$ cat src/core/dec_pkg.sv
// How it works
// - 01 dst src, no field 110, copies reg to reg in 4 cycles.
// - 01110 src stores a register to memory at HL, 7 cycles.
// - 01 dst 110 loads a register from memory at HL, 7 cycles.
// - 00 pp 0001 with pair BC, DE or HL loads immediate word, 10 cycles.
// - 00110001 loads an immediate word into the stack pointer, 10 cycles.
// - 11101011 swaps DE with HL, 4 cycles.
// - 11 pp 0101 with pair BC, DE or HL pushes that pair, 12 cycles.
// - 11110101 pushes accumulator and flags, 12 cycles.
// - 11000001 and 11010001 pop into BC or DE, 10 cycles.
// - 11100001 pops into HL, 10 cycles.
// - 11110001 pops into accumulator and flags, 10 cycles.
package dec_pkg;

  // ---------------------------------------------------------------
  // opcode field positions
  // ---------------------------------------------------------------
  localparam int GRP_MSB  = 7;
  localparam int GRP_LSB  = 6;
  localparam int DST_MSB  = 5;
  localparam int DST_LSB  = 3;
  localparam int SRC_MSB  = 2;
  localparam int SRC_LSB  = 0;
  localparam int PAIR_MSB = 5;
  localparam int PAIR_LSB = 4;
  localparam int LOW_MSB  = 3;
  localparam int LOW_LSB  = 0;

  // ---------------------------------------------------------------
  // field codes
  // ---------------------------------------------------------------
  localparam logic [1:0] GRP_LOAD  = 2'h0;
  localparam logic [1:0] GRP_MOVE  = 2'h1;
  localparam logic [1:0] GRP_STACK = 2'h3;
  localparam logic [2:0] REG_B     = 3'h0;
  localparam logic [2:0] REG_C     = 3'h1;
  localparam logic [2:0] REG_D     = 3'h2;
  localparam logic [2:0] REG_E     = 3'h3;
  localparam logic [2:0] REG_H     = 3'h4;
  localparam logic [2:0] REG_L     = 3'h5;
  localparam logic [2:0] REG_M     = 3'h6;
  localparam logic [2:0] REG_A     = 3'h7;
  localparam logic [1:0] PAIR_BC   = 2'h0;
  localparam logic [1:0] PAIR_DE   = 2'h1;
  localparam logic [1:0] PAIR_HL   = 2'h2;
  localparam logic [1:0] PAIR_TOP  = 2'h3;
  localparam logic [3:0] LOW_PAIR1 = 4'h1;
  localparam logic [3:0] LOW_PUSH  = 4'h5;
  localparam logic [7:0] OPC_SWAP  = 8'heb;

  // ---------------------------------------------------------------
  // clock cycle counts
  // ---------------------------------------------------------------
  localparam int         CYC_W    = 5;
  localparam logic [4:0] CYC_COPY = 5'h04;
  localparam logic [4:0] CYC_MEM  = 5'h07;
  localparam logic [4:0] CYC_IMM  = 5'h0a;
  localparam logic [4:0] CYC_SWAP = 5'h04;
  localparam logic [4:0] CYC_PUSH = 5'h0c;
  localparam logic [4:0] CYC_POP  = 5'h0a;
  localparam logic [4:0] CNT_LAST = 5'h01;

  typedef enum logic [3:0] {
    OP_NONE, OP_COPY, OP_STORE_M, OP_LOAD_M, OP_LOAD_PAIR_IMM,
    OP_LOAD_SP_IMM, OP_SWAP, OP_PUSH_PAIR, OP_PUSH_AF, OP_POP_PAIR,
    OP_POP_AF
  } op_kind_t;

endpackage

$ cat src/core/dec_if.sv
`timescale 1ns/1ps
interface dec_if;
  logic [7:0]       opcode;
  dec_pkg::op_kind_t kind;
  logic [2:0]       dst;
  logic [2:0]       src;
  logic [1:0]       pair;
  logic [4:0]       cycles;
  logic             hit;
  modport producer (input opcode, output kind, dst, src, pair, cycles, hit);
  modport consumer (output opcode, input kind, dst, src, pair, cycles, hit);
endinterface

$ cat src/core/field_decode.sv
`timescale 1ns/1ps
module field_decode (
  // decoded opcode
  dec_if.producer d
);
  logic [1:0] grp;
  logic [3:0] low;

  assign grp = d.opcode[dec_pkg::GRP_MSB:dec_pkg::GRP_LSB];
  assign low = d.opcode[dec_pkg::LOW_MSB:dec_pkg::LOW_LSB];

  // ---------------------------------------------------------------
  // classify
  // ---------------------------------------------------------------
  always_comb begin
    d.dst    = d.opcode[dec_pkg::DST_MSB:dec_pkg::DST_LSB];
    d.src    = d.opcode[dec_pkg::SRC_MSB:dec_pkg::SRC_LSB];
    d.pair   = d.opcode[dec_pkg::PAIR_MSB:dec_pkg::PAIR_LSB];
    d.kind   = dec_pkg::OP_NONE;
    d.cycles = '0;
    if (grp == dec_pkg::GRP_MOVE) begin
      if (d.dst == dec_pkg::REG_M && d.src == dec_pkg::REG_M) begin
        d.kind = dec_pkg::OP_NONE;
      end else if (d.dst == dec_pkg::REG_M) begin
        d.kind   = dec_pkg::OP_STORE_M;
        d.cycles = dec_pkg::CYC_MEM;
      end else if (d.src == dec_pkg::REG_M) begin
        d.kind   = dec_pkg::OP_LOAD_M;
        d.cycles = dec_pkg::CYC_MEM;
      end else begin
        d.kind   = dec_pkg::OP_COPY;
        d.cycles = dec_pkg::CYC_COPY;
      end
    end else if (grp == dec_pkg::GRP_LOAD && low == dec_pkg::LOW_PAIR1) begin
      d.cycles = dec_pkg::CYC_IMM;
      if (d.pair == dec_pkg::PAIR_TOP) begin
        d.kind = dec_pkg::OP_LOAD_SP_IMM;
      end else begin
        d.kind = dec_pkg::OP_LOAD_PAIR_IMM;
      end
    end else if (d.opcode == dec_pkg::OPC_SWAP) begin
      d.kind   = dec_pkg::OP_SWAP;
      d.cycles = dec_pkg::CYC_SWAP;
    end else if (grp == dec_pkg::GRP_STACK && low == dec_pkg::LOW_PUSH) begin
      d.cycles = dec_pkg::CYC_PUSH;
      if (d.pair == dec_pkg::PAIR_TOP) begin
        d.kind = dec_pkg::OP_PUSH_AF;
      end else begin
        d.kind = dec_pkg::OP_PUSH_PAIR;
      end
    end else if (grp == dec_pkg::GRP_STACK && low == dec_pkg::LOW_PAIR1) begin
      d.cycles = dec_pkg::CYC_POP;
      if (d.pair == dec_pkg::PAIR_TOP) begin
        d.kind = dec_pkg::OP_POP_AF;
      end else begin
        d.kind = dec_pkg::OP_POP_PAIR;
      end
    end
    d.hit = (d.kind != dec_pkg::OP_NONE);
  end

endmodule

$ cat src/core/cpu8_move_stack_decoder.sv
`timescale 1ns/1ps
module cpu8_move_stack_decoder (
  // clock and reset
  input  wire  logic              clk,
  input  wire  logic              sys_rst,
  // opcode request
  input  wire  logic              opcode_valid,
  input  wire  logic [7:0]        opcode,
  output logic                    req_ready,
  // decoded operation
  output logic                    op_valid,
  output dec_pkg::op_kind_t       op_kind,
  output logic [2:0]              dest_reg_field,
  output logic [2:0]              src_reg_field,
  output logic [1:0]              pair_sel,
  output logic [4:0]              op_cycles,
  output logic                    op_done,
  // opcodes for other decode paths
  output logic                    pass_valid,
  output logic [7:0]              pass_opcode
);

  typedef enum logic {ST_IDLE, ST_BUSY} st_t;

  typedef struct packed {
    st_t               st;
    logic [4:0]        cnt;
    logic              ready;
    logic              op_valid;
    dec_pkg::op_kind_t kind;
    logic [2:0]        dst;
    logic [2:0]        src;
    logic [1:0]        pair;
    logic [4:0]        cycles;
    logic              done;
    logic              pass_valid;
    logic [7:0]        pass_opcode;
  } state_t;

  state_t q;
  state_t d;
  logic   accept;

  dec_if dif ();

  field_decode u_dec (
    .d (dif)
  );

  assign dif.opcode = opcode;
  assign accept     = opcode_valid && q.ready;

  // ---------------------------------------------------------------
  // next state
  // ---------------------------------------------------------------
  always_comb begin
    d            = q;
    d.op_valid   = 1'b0;
    d.done       = 1'b0;
    d.pass_valid = 1'b0;
    case (q.st)
      ST_IDLE: begin
        if (accept && dif.hit) begin
          d.op_valid = 1'b1;
          d.kind     = dif.kind;
          d.dst      = dif.dst;
          d.src      = dif.src;
          d.pair     = dif.pair;
          d.cycles   = dif.cycles;
          d.cnt      = dif.cycles - dec_pkg::CNT_LAST;
          d.ready    = 1'b0;
          d.st       = ST_BUSY;
        end else if (accept) begin
          d.pass_valid  = 1'b1;
          d.pass_opcode = opcode;
        end
      end
      ST_BUSY: begin
        if (q.cnt == dec_pkg::CNT_LAST) begin
          d.done  = 1'b1;
          d.ready = 1'b1;
          d.st    = ST_IDLE;
        end else begin
          d.cnt = q.cnt - dec_pkg::CNT_LAST;
        end
      end
      default: begin
        d.st    = ST_IDLE;
        d.ready = 1'b1;
      end
    endcase
  end

  always_ff @(posedge clk) begin
    if (sys_rst) begin
      q       <= '0;
      q.ready <= 1'b1;
    end else begin
      q <= d;
    end
  end

  // ---------------------------------------------------------------
  // outputs
  // ---------------------------------------------------------------
  assign req_ready      = q.ready;
  assign op_valid       = q.op_valid;
  assign op_kind        = q.kind;
  assign dest_reg_field = q.dst;
  assign src_reg_field  = q.src;
  assign pair_sel       = q.pair;
  assign op_cycles      = q.cycles;
  assign op_done        = q.done;
  assign pass_valid     = q.pass_valid;
  assign pass_opcode    = q.pass_opcode;

  logic [1:0] f_grp;
  logic [2:0] f_dst;
  logic [2:0] f_src;
  assign f_grp = opcode[7:6];
  assign f_dst = opcode[5:3];
  assign f_src = opcode[2:0];
endmodule

$ cat config.mk
export PLATFORM = sky130hd
export DESIGN_NAME = cpu8_move_stack_decoder
export DESIGN_NICKNAME = d
export VERILOG_FILES = /design/src/core/dec_pkg.sv /design/src/core/dec_if.sv /design/src/core/field_decode.sv /design/src/core/cpu8_move_stack_decoder.sv
export SDC_FILE = /design/constraint.sdc
export NUM_CORES = 1
export LEC_CHECK = 0
export BUFFER_PORTS_ARGS = -buffer_cell sky130_fd_sc_hd__buf_2
export CORE_MARGIN = 4
export CORE_UTILIZATION = 30
export CTS_BUF_LIST = sky130_fd_sc_hd__clkbuf_4 sky130_fd_sc_hd__clkbuf_8
export DETAILED_ROUTE_END_ITERATION = 10
export PLACE_DENSITY = 0.58
export SETUP_SLACK_MARGIN = 0.2
export SLEW_MARGIN = 10
export SYNTH_ARGS = -nofsm -noshare
export SYNTH_HDL_FRONTEND = slang
export SYNTH_SLANG_ARGS = --single-unit
export TNS_END_PERCENT = 20
$ cat constraint.sdc
create_clock -name clk -period 2.58 [get_ports clk]
set_input_delay 0.258 -clock clk [delete_from_list [all_inputs] [get_ports clk]]
set_output_delay 0.258 -clock clk [all_outputs]
set_load 0.01 [all_outputs]
# Yosys cells after proc, flatten, opt, wreduce, memory -nomap -nowiden
# Cells that the tools add are included.
classes:
  n_addsub: 2
  eq_ne: 12
  mux: 26
  n_bitwise: 2
  n_reduce_logical: 15
op_table:
  columns: ["op", "count"]
  rows:
  - ["two-way mux 4 bit", 9]
  - ["two-way mux 5 bit", 7]
  - ["two-way mux 25 bit", 1]
  - ["case mux 7 bit (2 select lines)", 1]
  - ["subtractor 5 x 1 -> 5 bit (second input constant)", 2]
  - ["two-way mux 9 bit", 1]
  - ["equality test 8 bit (second input constant)", 1]
  - ["equality test 3 bit (second input constant)", 2]
  - ["logical AND 1 bit", 6]
  - ["two-way mux 2 bit", 3]
  - ["AND reduction 2 bit", 3]
  - ["equality test 5 x 1 -> 1 bit (second input constant)", 1]
  - ["equality test 2 bit (second input constant)", 2]
  - ["equality test 4 x 1 -> 1 bit (second input constant)", 1]
  - ["equality test 4 x 3 -> 1 bit (second input constant)", 1]
  - ["two-way mux 1 bit", 4]
  - ["inequality test 2 bit (second input constant)", 2]
  - ["nonzero test 4 bit", 1]
  - ["OR reduction 2 bit", 2]
  - ["AND reduction 3 bit", 1]
  - ["OR reduction 3 bit", 1]
  - ["equality test 2 x 1 -> 1 bit (second input constant)", 1]
  - ["logical NOT 2 bit", 1]
  - ["inequality test 2 x 1 -> 1 bit (second input constant)", 1]
  - ["inverter 1 bit", 2]
totals:
  regBits: 35
  out_inout_bits: 29

# Depth between registers and ports, before layout
logic_depth:
  ltp_word: 11
  depth_mapped: 12
  ltp_nobuf: 10

# Modules after synthesis
# From an unflattened synthesis, not the netlist that was laid out.
hier_totals:
  cells_unflattened: 251
  hier_area_um2: 1946.9
modules_own_cells:
  columns: ["module", "n_inst", "cells_each", "area_each_um2", "seq_area_each_um2"]
  rows:
  - ["cpu8_move_stack_decoder", 1, 201, 1631.6, 700.7]
  - ["field_decode", 1, 50, 315.3, 0.0]

# Worst setup path after synthesis
# No wires, ideal clock.
synth_timing:
  path_kind: "input -> register"
  startpoint: "input port opcode[2]"
  endpoint: "register q[31] in the netlist's numbering"
  setup_ps: 91
  arrival_ps: 2040
  t_required_ps: 2489
  slack_ps: 449
  cell_stages: 10
  path_buffers: 2
  path_cell_list: "buf_2 -> and3b_1 -> ha_1 -> nor2b_1 -> and2_0 -> clkbuf_1 -> nor2_1 -> ha_1 -> nand2b_1 -> a311oi_1"
synth_between:
  elab_chain_cells: 11
  elab_cells_between_ends: 31
  classes_between: "add/sub (1); eq/ne (5); mux (18); reduce/logical (7)"
synth_lines:
  columns: ["element", "line_no", "text"]
  rows:
  - ["start: declaration", "cpu8_move_stack_decoder.sv:8", "input wire logic [7:0] opcode,"]
  - ["parallel branches: the longest is 11 deep, another holds subtractor 5 x 1 -> 5 bit", null, null]
  - ["end: declaration", "cpu8_move_stack_decoder.sv:40", "state_t q;"]
# Several ways; the timed one is not identified. The select of a mux whose other input is x is not followed.
# A chain may end at the register's enable or synchronous reset.

# Worst setup path in the final report
layout_timing:
  startpoint: "input port opcode[3]"
  endpoint: "register q[31] in the netlist's numbering"
# The elaborated chain is that of the path after synthesis.

==> metrics.txt <==
Crit. End Element flip-flop; Arrival @ worst endpoint 2210 ps; ant diodes 0; DR vias/cell 4.610; pin count of the biggest net entering global routing 34; max-slew violations 0; Synth warnings 0; nets 232; Sequential Area 640.6 sq um; FFs w/ async S/R, synth 0; initial core utilization 0.3135; clock tree buffer depth 2; Total Wirelength 3669 microns; vias in the first global route 1220; Fill cells 637; Slew headroom 0.5805; initial antenna violation count 0; Post-Syn Area 1878 sq um; starting DRC count in detailed routing 51; grt ovf 0; Port Buffer Count 38; Core ar. 5991 sq um; average size of a mapped cell 9.161 sq um; Vert. Die Dim 87.12 microns; Post-DRT Antenna Nets 0; Final Cycle Share 0.7841; Synth cell types 53; die area 7590 sq um; Syn-to-layout area delta 7.462%; Post-synth top flop dfxtp_1; Die W 87.12 microns; Site Rows 28; root buffer cell clkbuf_8; Global Route Usage Sum 0.1008; first-pass GRT wire length 6065 microns; status complete, no violations; share of layout cells above drive strength 1 0.2949; Critical Path Max Stage Delay 300 ps; path type of the worst min-delay path in2reg; min Tclk post-route 2023 ps; Ports 40; DP HPWL 2719 microns; CTS resizes 0; Post-CTS Setup Repair Bufs 0; drt first pass iters 4; Max Clk Rate 494.3 MHz; Worst setup SP type primary input; clk_lat worst skew 270 ps; CP dominant cell by count ha_1; Slew @ Worst Pin 629.2 ps; detailed-route via count 1346; static leakage 0.8885 nW; top post-synthesis cells by count 32 x dfxtp_1, 30 x nor2_1, 28 x buf_4; CTS Sinks 32; setup TNS 0 ps; Crit Path Max Fanout 8; RSZ-0062 raised after global routing false; CTS buffer count 5; post-synth top area share 0.3411; WP data required 2760 ps; GP Congestion 0.8307; post-synth top area cell dfxtp_1; number of synthesized register bits 32; Clock Pin Slew Worst Setup and Hold Paths 70 ps; # DRC 0; synth top area cells dfxtp_1 34%, buf_4 11%, mux2i_1 8.5%, nor2_1 6.0%, ha_1 3.3%; area of the multi-input gates 958.4 sq um; max cap viols 0; Synthesized Nets 221; fin worst setup slack 557.0 ps; cells after synthesis 205; top-count cell post-synth dfxtp_1; H-Tree Level Count 2; endpoints failing setup 0; EDFF count, synth 0; Crit Path Class in2reg; Setup WS pre-CTS 240.0 ps; routed len/inst 12.57 microns; CTS tree done; clk_skew 3.660 ps; PwrDens 591.2 nW/um^2; hold_buf cts 0; Worst path slowest cell and3b_1; crit path cell chain buf_2 > and3b_1 > ha_1 > nor2b_1 > and2_0 > nor2_1 > ha_1 > nand2b_1 > a311oi_1; maximum VDD drop 0.1869 mV; Final Hold Fails 0; register area share after synthesis 0.3411
-- layout by cell type, fill, tap and decap left out, types with 3 or more instances in the layout --
cell type	synthesis	routed
a211oi_1	4	4
inv_1	4	4
nor3_1	3	3
dfxtp_1	32	32
a21oi_1	9	9
and3b_1	3	3
nor2b_1	4	4
buf_2	1	38
xor2_1	3	3
nand2_1	10	10
ha_1	5	5
buf_4	28	3
nor2_1	30	30
mux2i_1	16	16
clkbuf_8	0	6
nor2_2	3	3
-- routing by layer --
metal	vias to the layer above	track usage	wire (microns)
met5	-	0	0
met1	614	0.1435	1894
met2	27	0.1456	1516
met3	5	0.02271	201
li1	700	-	-
met4	0	0.04184	56
-- where the power goes --
part / switching, mW / leakage (nW) / internal [mW]
logic: 0.130 / 0.575 / 0.104
registers: 0.0248 / 0.261 / 0.527
clock network: 0.168 / 0.0523 / 0.238
-- path summary, 6_finish.rpt --
path / endpoint / from / cells after the start / slack [ps]
min reg2reg: op_kind[1]$_SDFFE_PP0P_ / op_kind[1]$_SDFFE_PP0P_ / 2 / 490
max: q[31]$_SDFFE_PP0P_ / opcode[3] / 9 / 560
min: src_reg_field[0]$_SDFFE_PP0P_ / opcode[0] / 3 / 290
max reg2reg: q[31]$_SDFFE_PP0P_ / q[30]$_SDFFE_PP0P_ / 7 / 910
-- worst max-delay path: cells and delay by family --
kind / cells / cell delay, ps
and+or+nand+nor: 5 / 1050
buffers and inverters: 1 / 140
adders and majority gates: 2 / 520
AOI/OAI and AO/OA: 1 / 230
-- flip-flops by register name (all words and copies together) (netlist names), 3 cells and up --
signal,flops
pass_opcode,8
q,6
op_cycles,4
op_kind,4
dest_reg_field,3
src_reg_field,3
-- cell families after synthesis --
kind of cell | after synthesis | synth area share
flip-flops | 32 | 0.3411
adder cells (fa/ha/maj) | 5 | 0.03331
other | 1 | 0.001997
AND/OR/NAND/NOR | 68 | 0.1886
AO/OA/AOI/OAI | 38 | 0.1826
XOR/XNOR | 4 | 0.01866
buffers and inverters | 41 | 0.1486
multiplexers | 16 | 0.08527
-- through the flow --
| step | cell area [sq um] | utilization | hold WS [ps] | total power [mW] | std cells |
|---|---|---|---|---|---|
| after floorplan | 1878 | - | 401.9 | 0.7662 | 205 |
| after global placement | 1921 | 0.3206 | 466.3 | 0.7977 | 284 |
| after detailed placement | 1921 | 0.3206 | 461.8 | 0.7994 | 284 |
| after CTS | 2018 | 0.3369 | 285.6 | 1.211 | 292 |
| after global routing | 2018 | 0.3369 | 299.7 | 1.260 | 292 |
| final | 2018 | 0.3369 | 288.6 | 1.193 | 292 |
-- area by class of cell --
type	count	share of cell area
multi-input combinational	132	0.4749
sequential	32	0.3174
timing repair buffer	41	0.1054
clock buffer	8	0.04836
tap	75	0.04650
inverter	4	0.007440
Note: power is estimated with default switching activity, not from simulation.
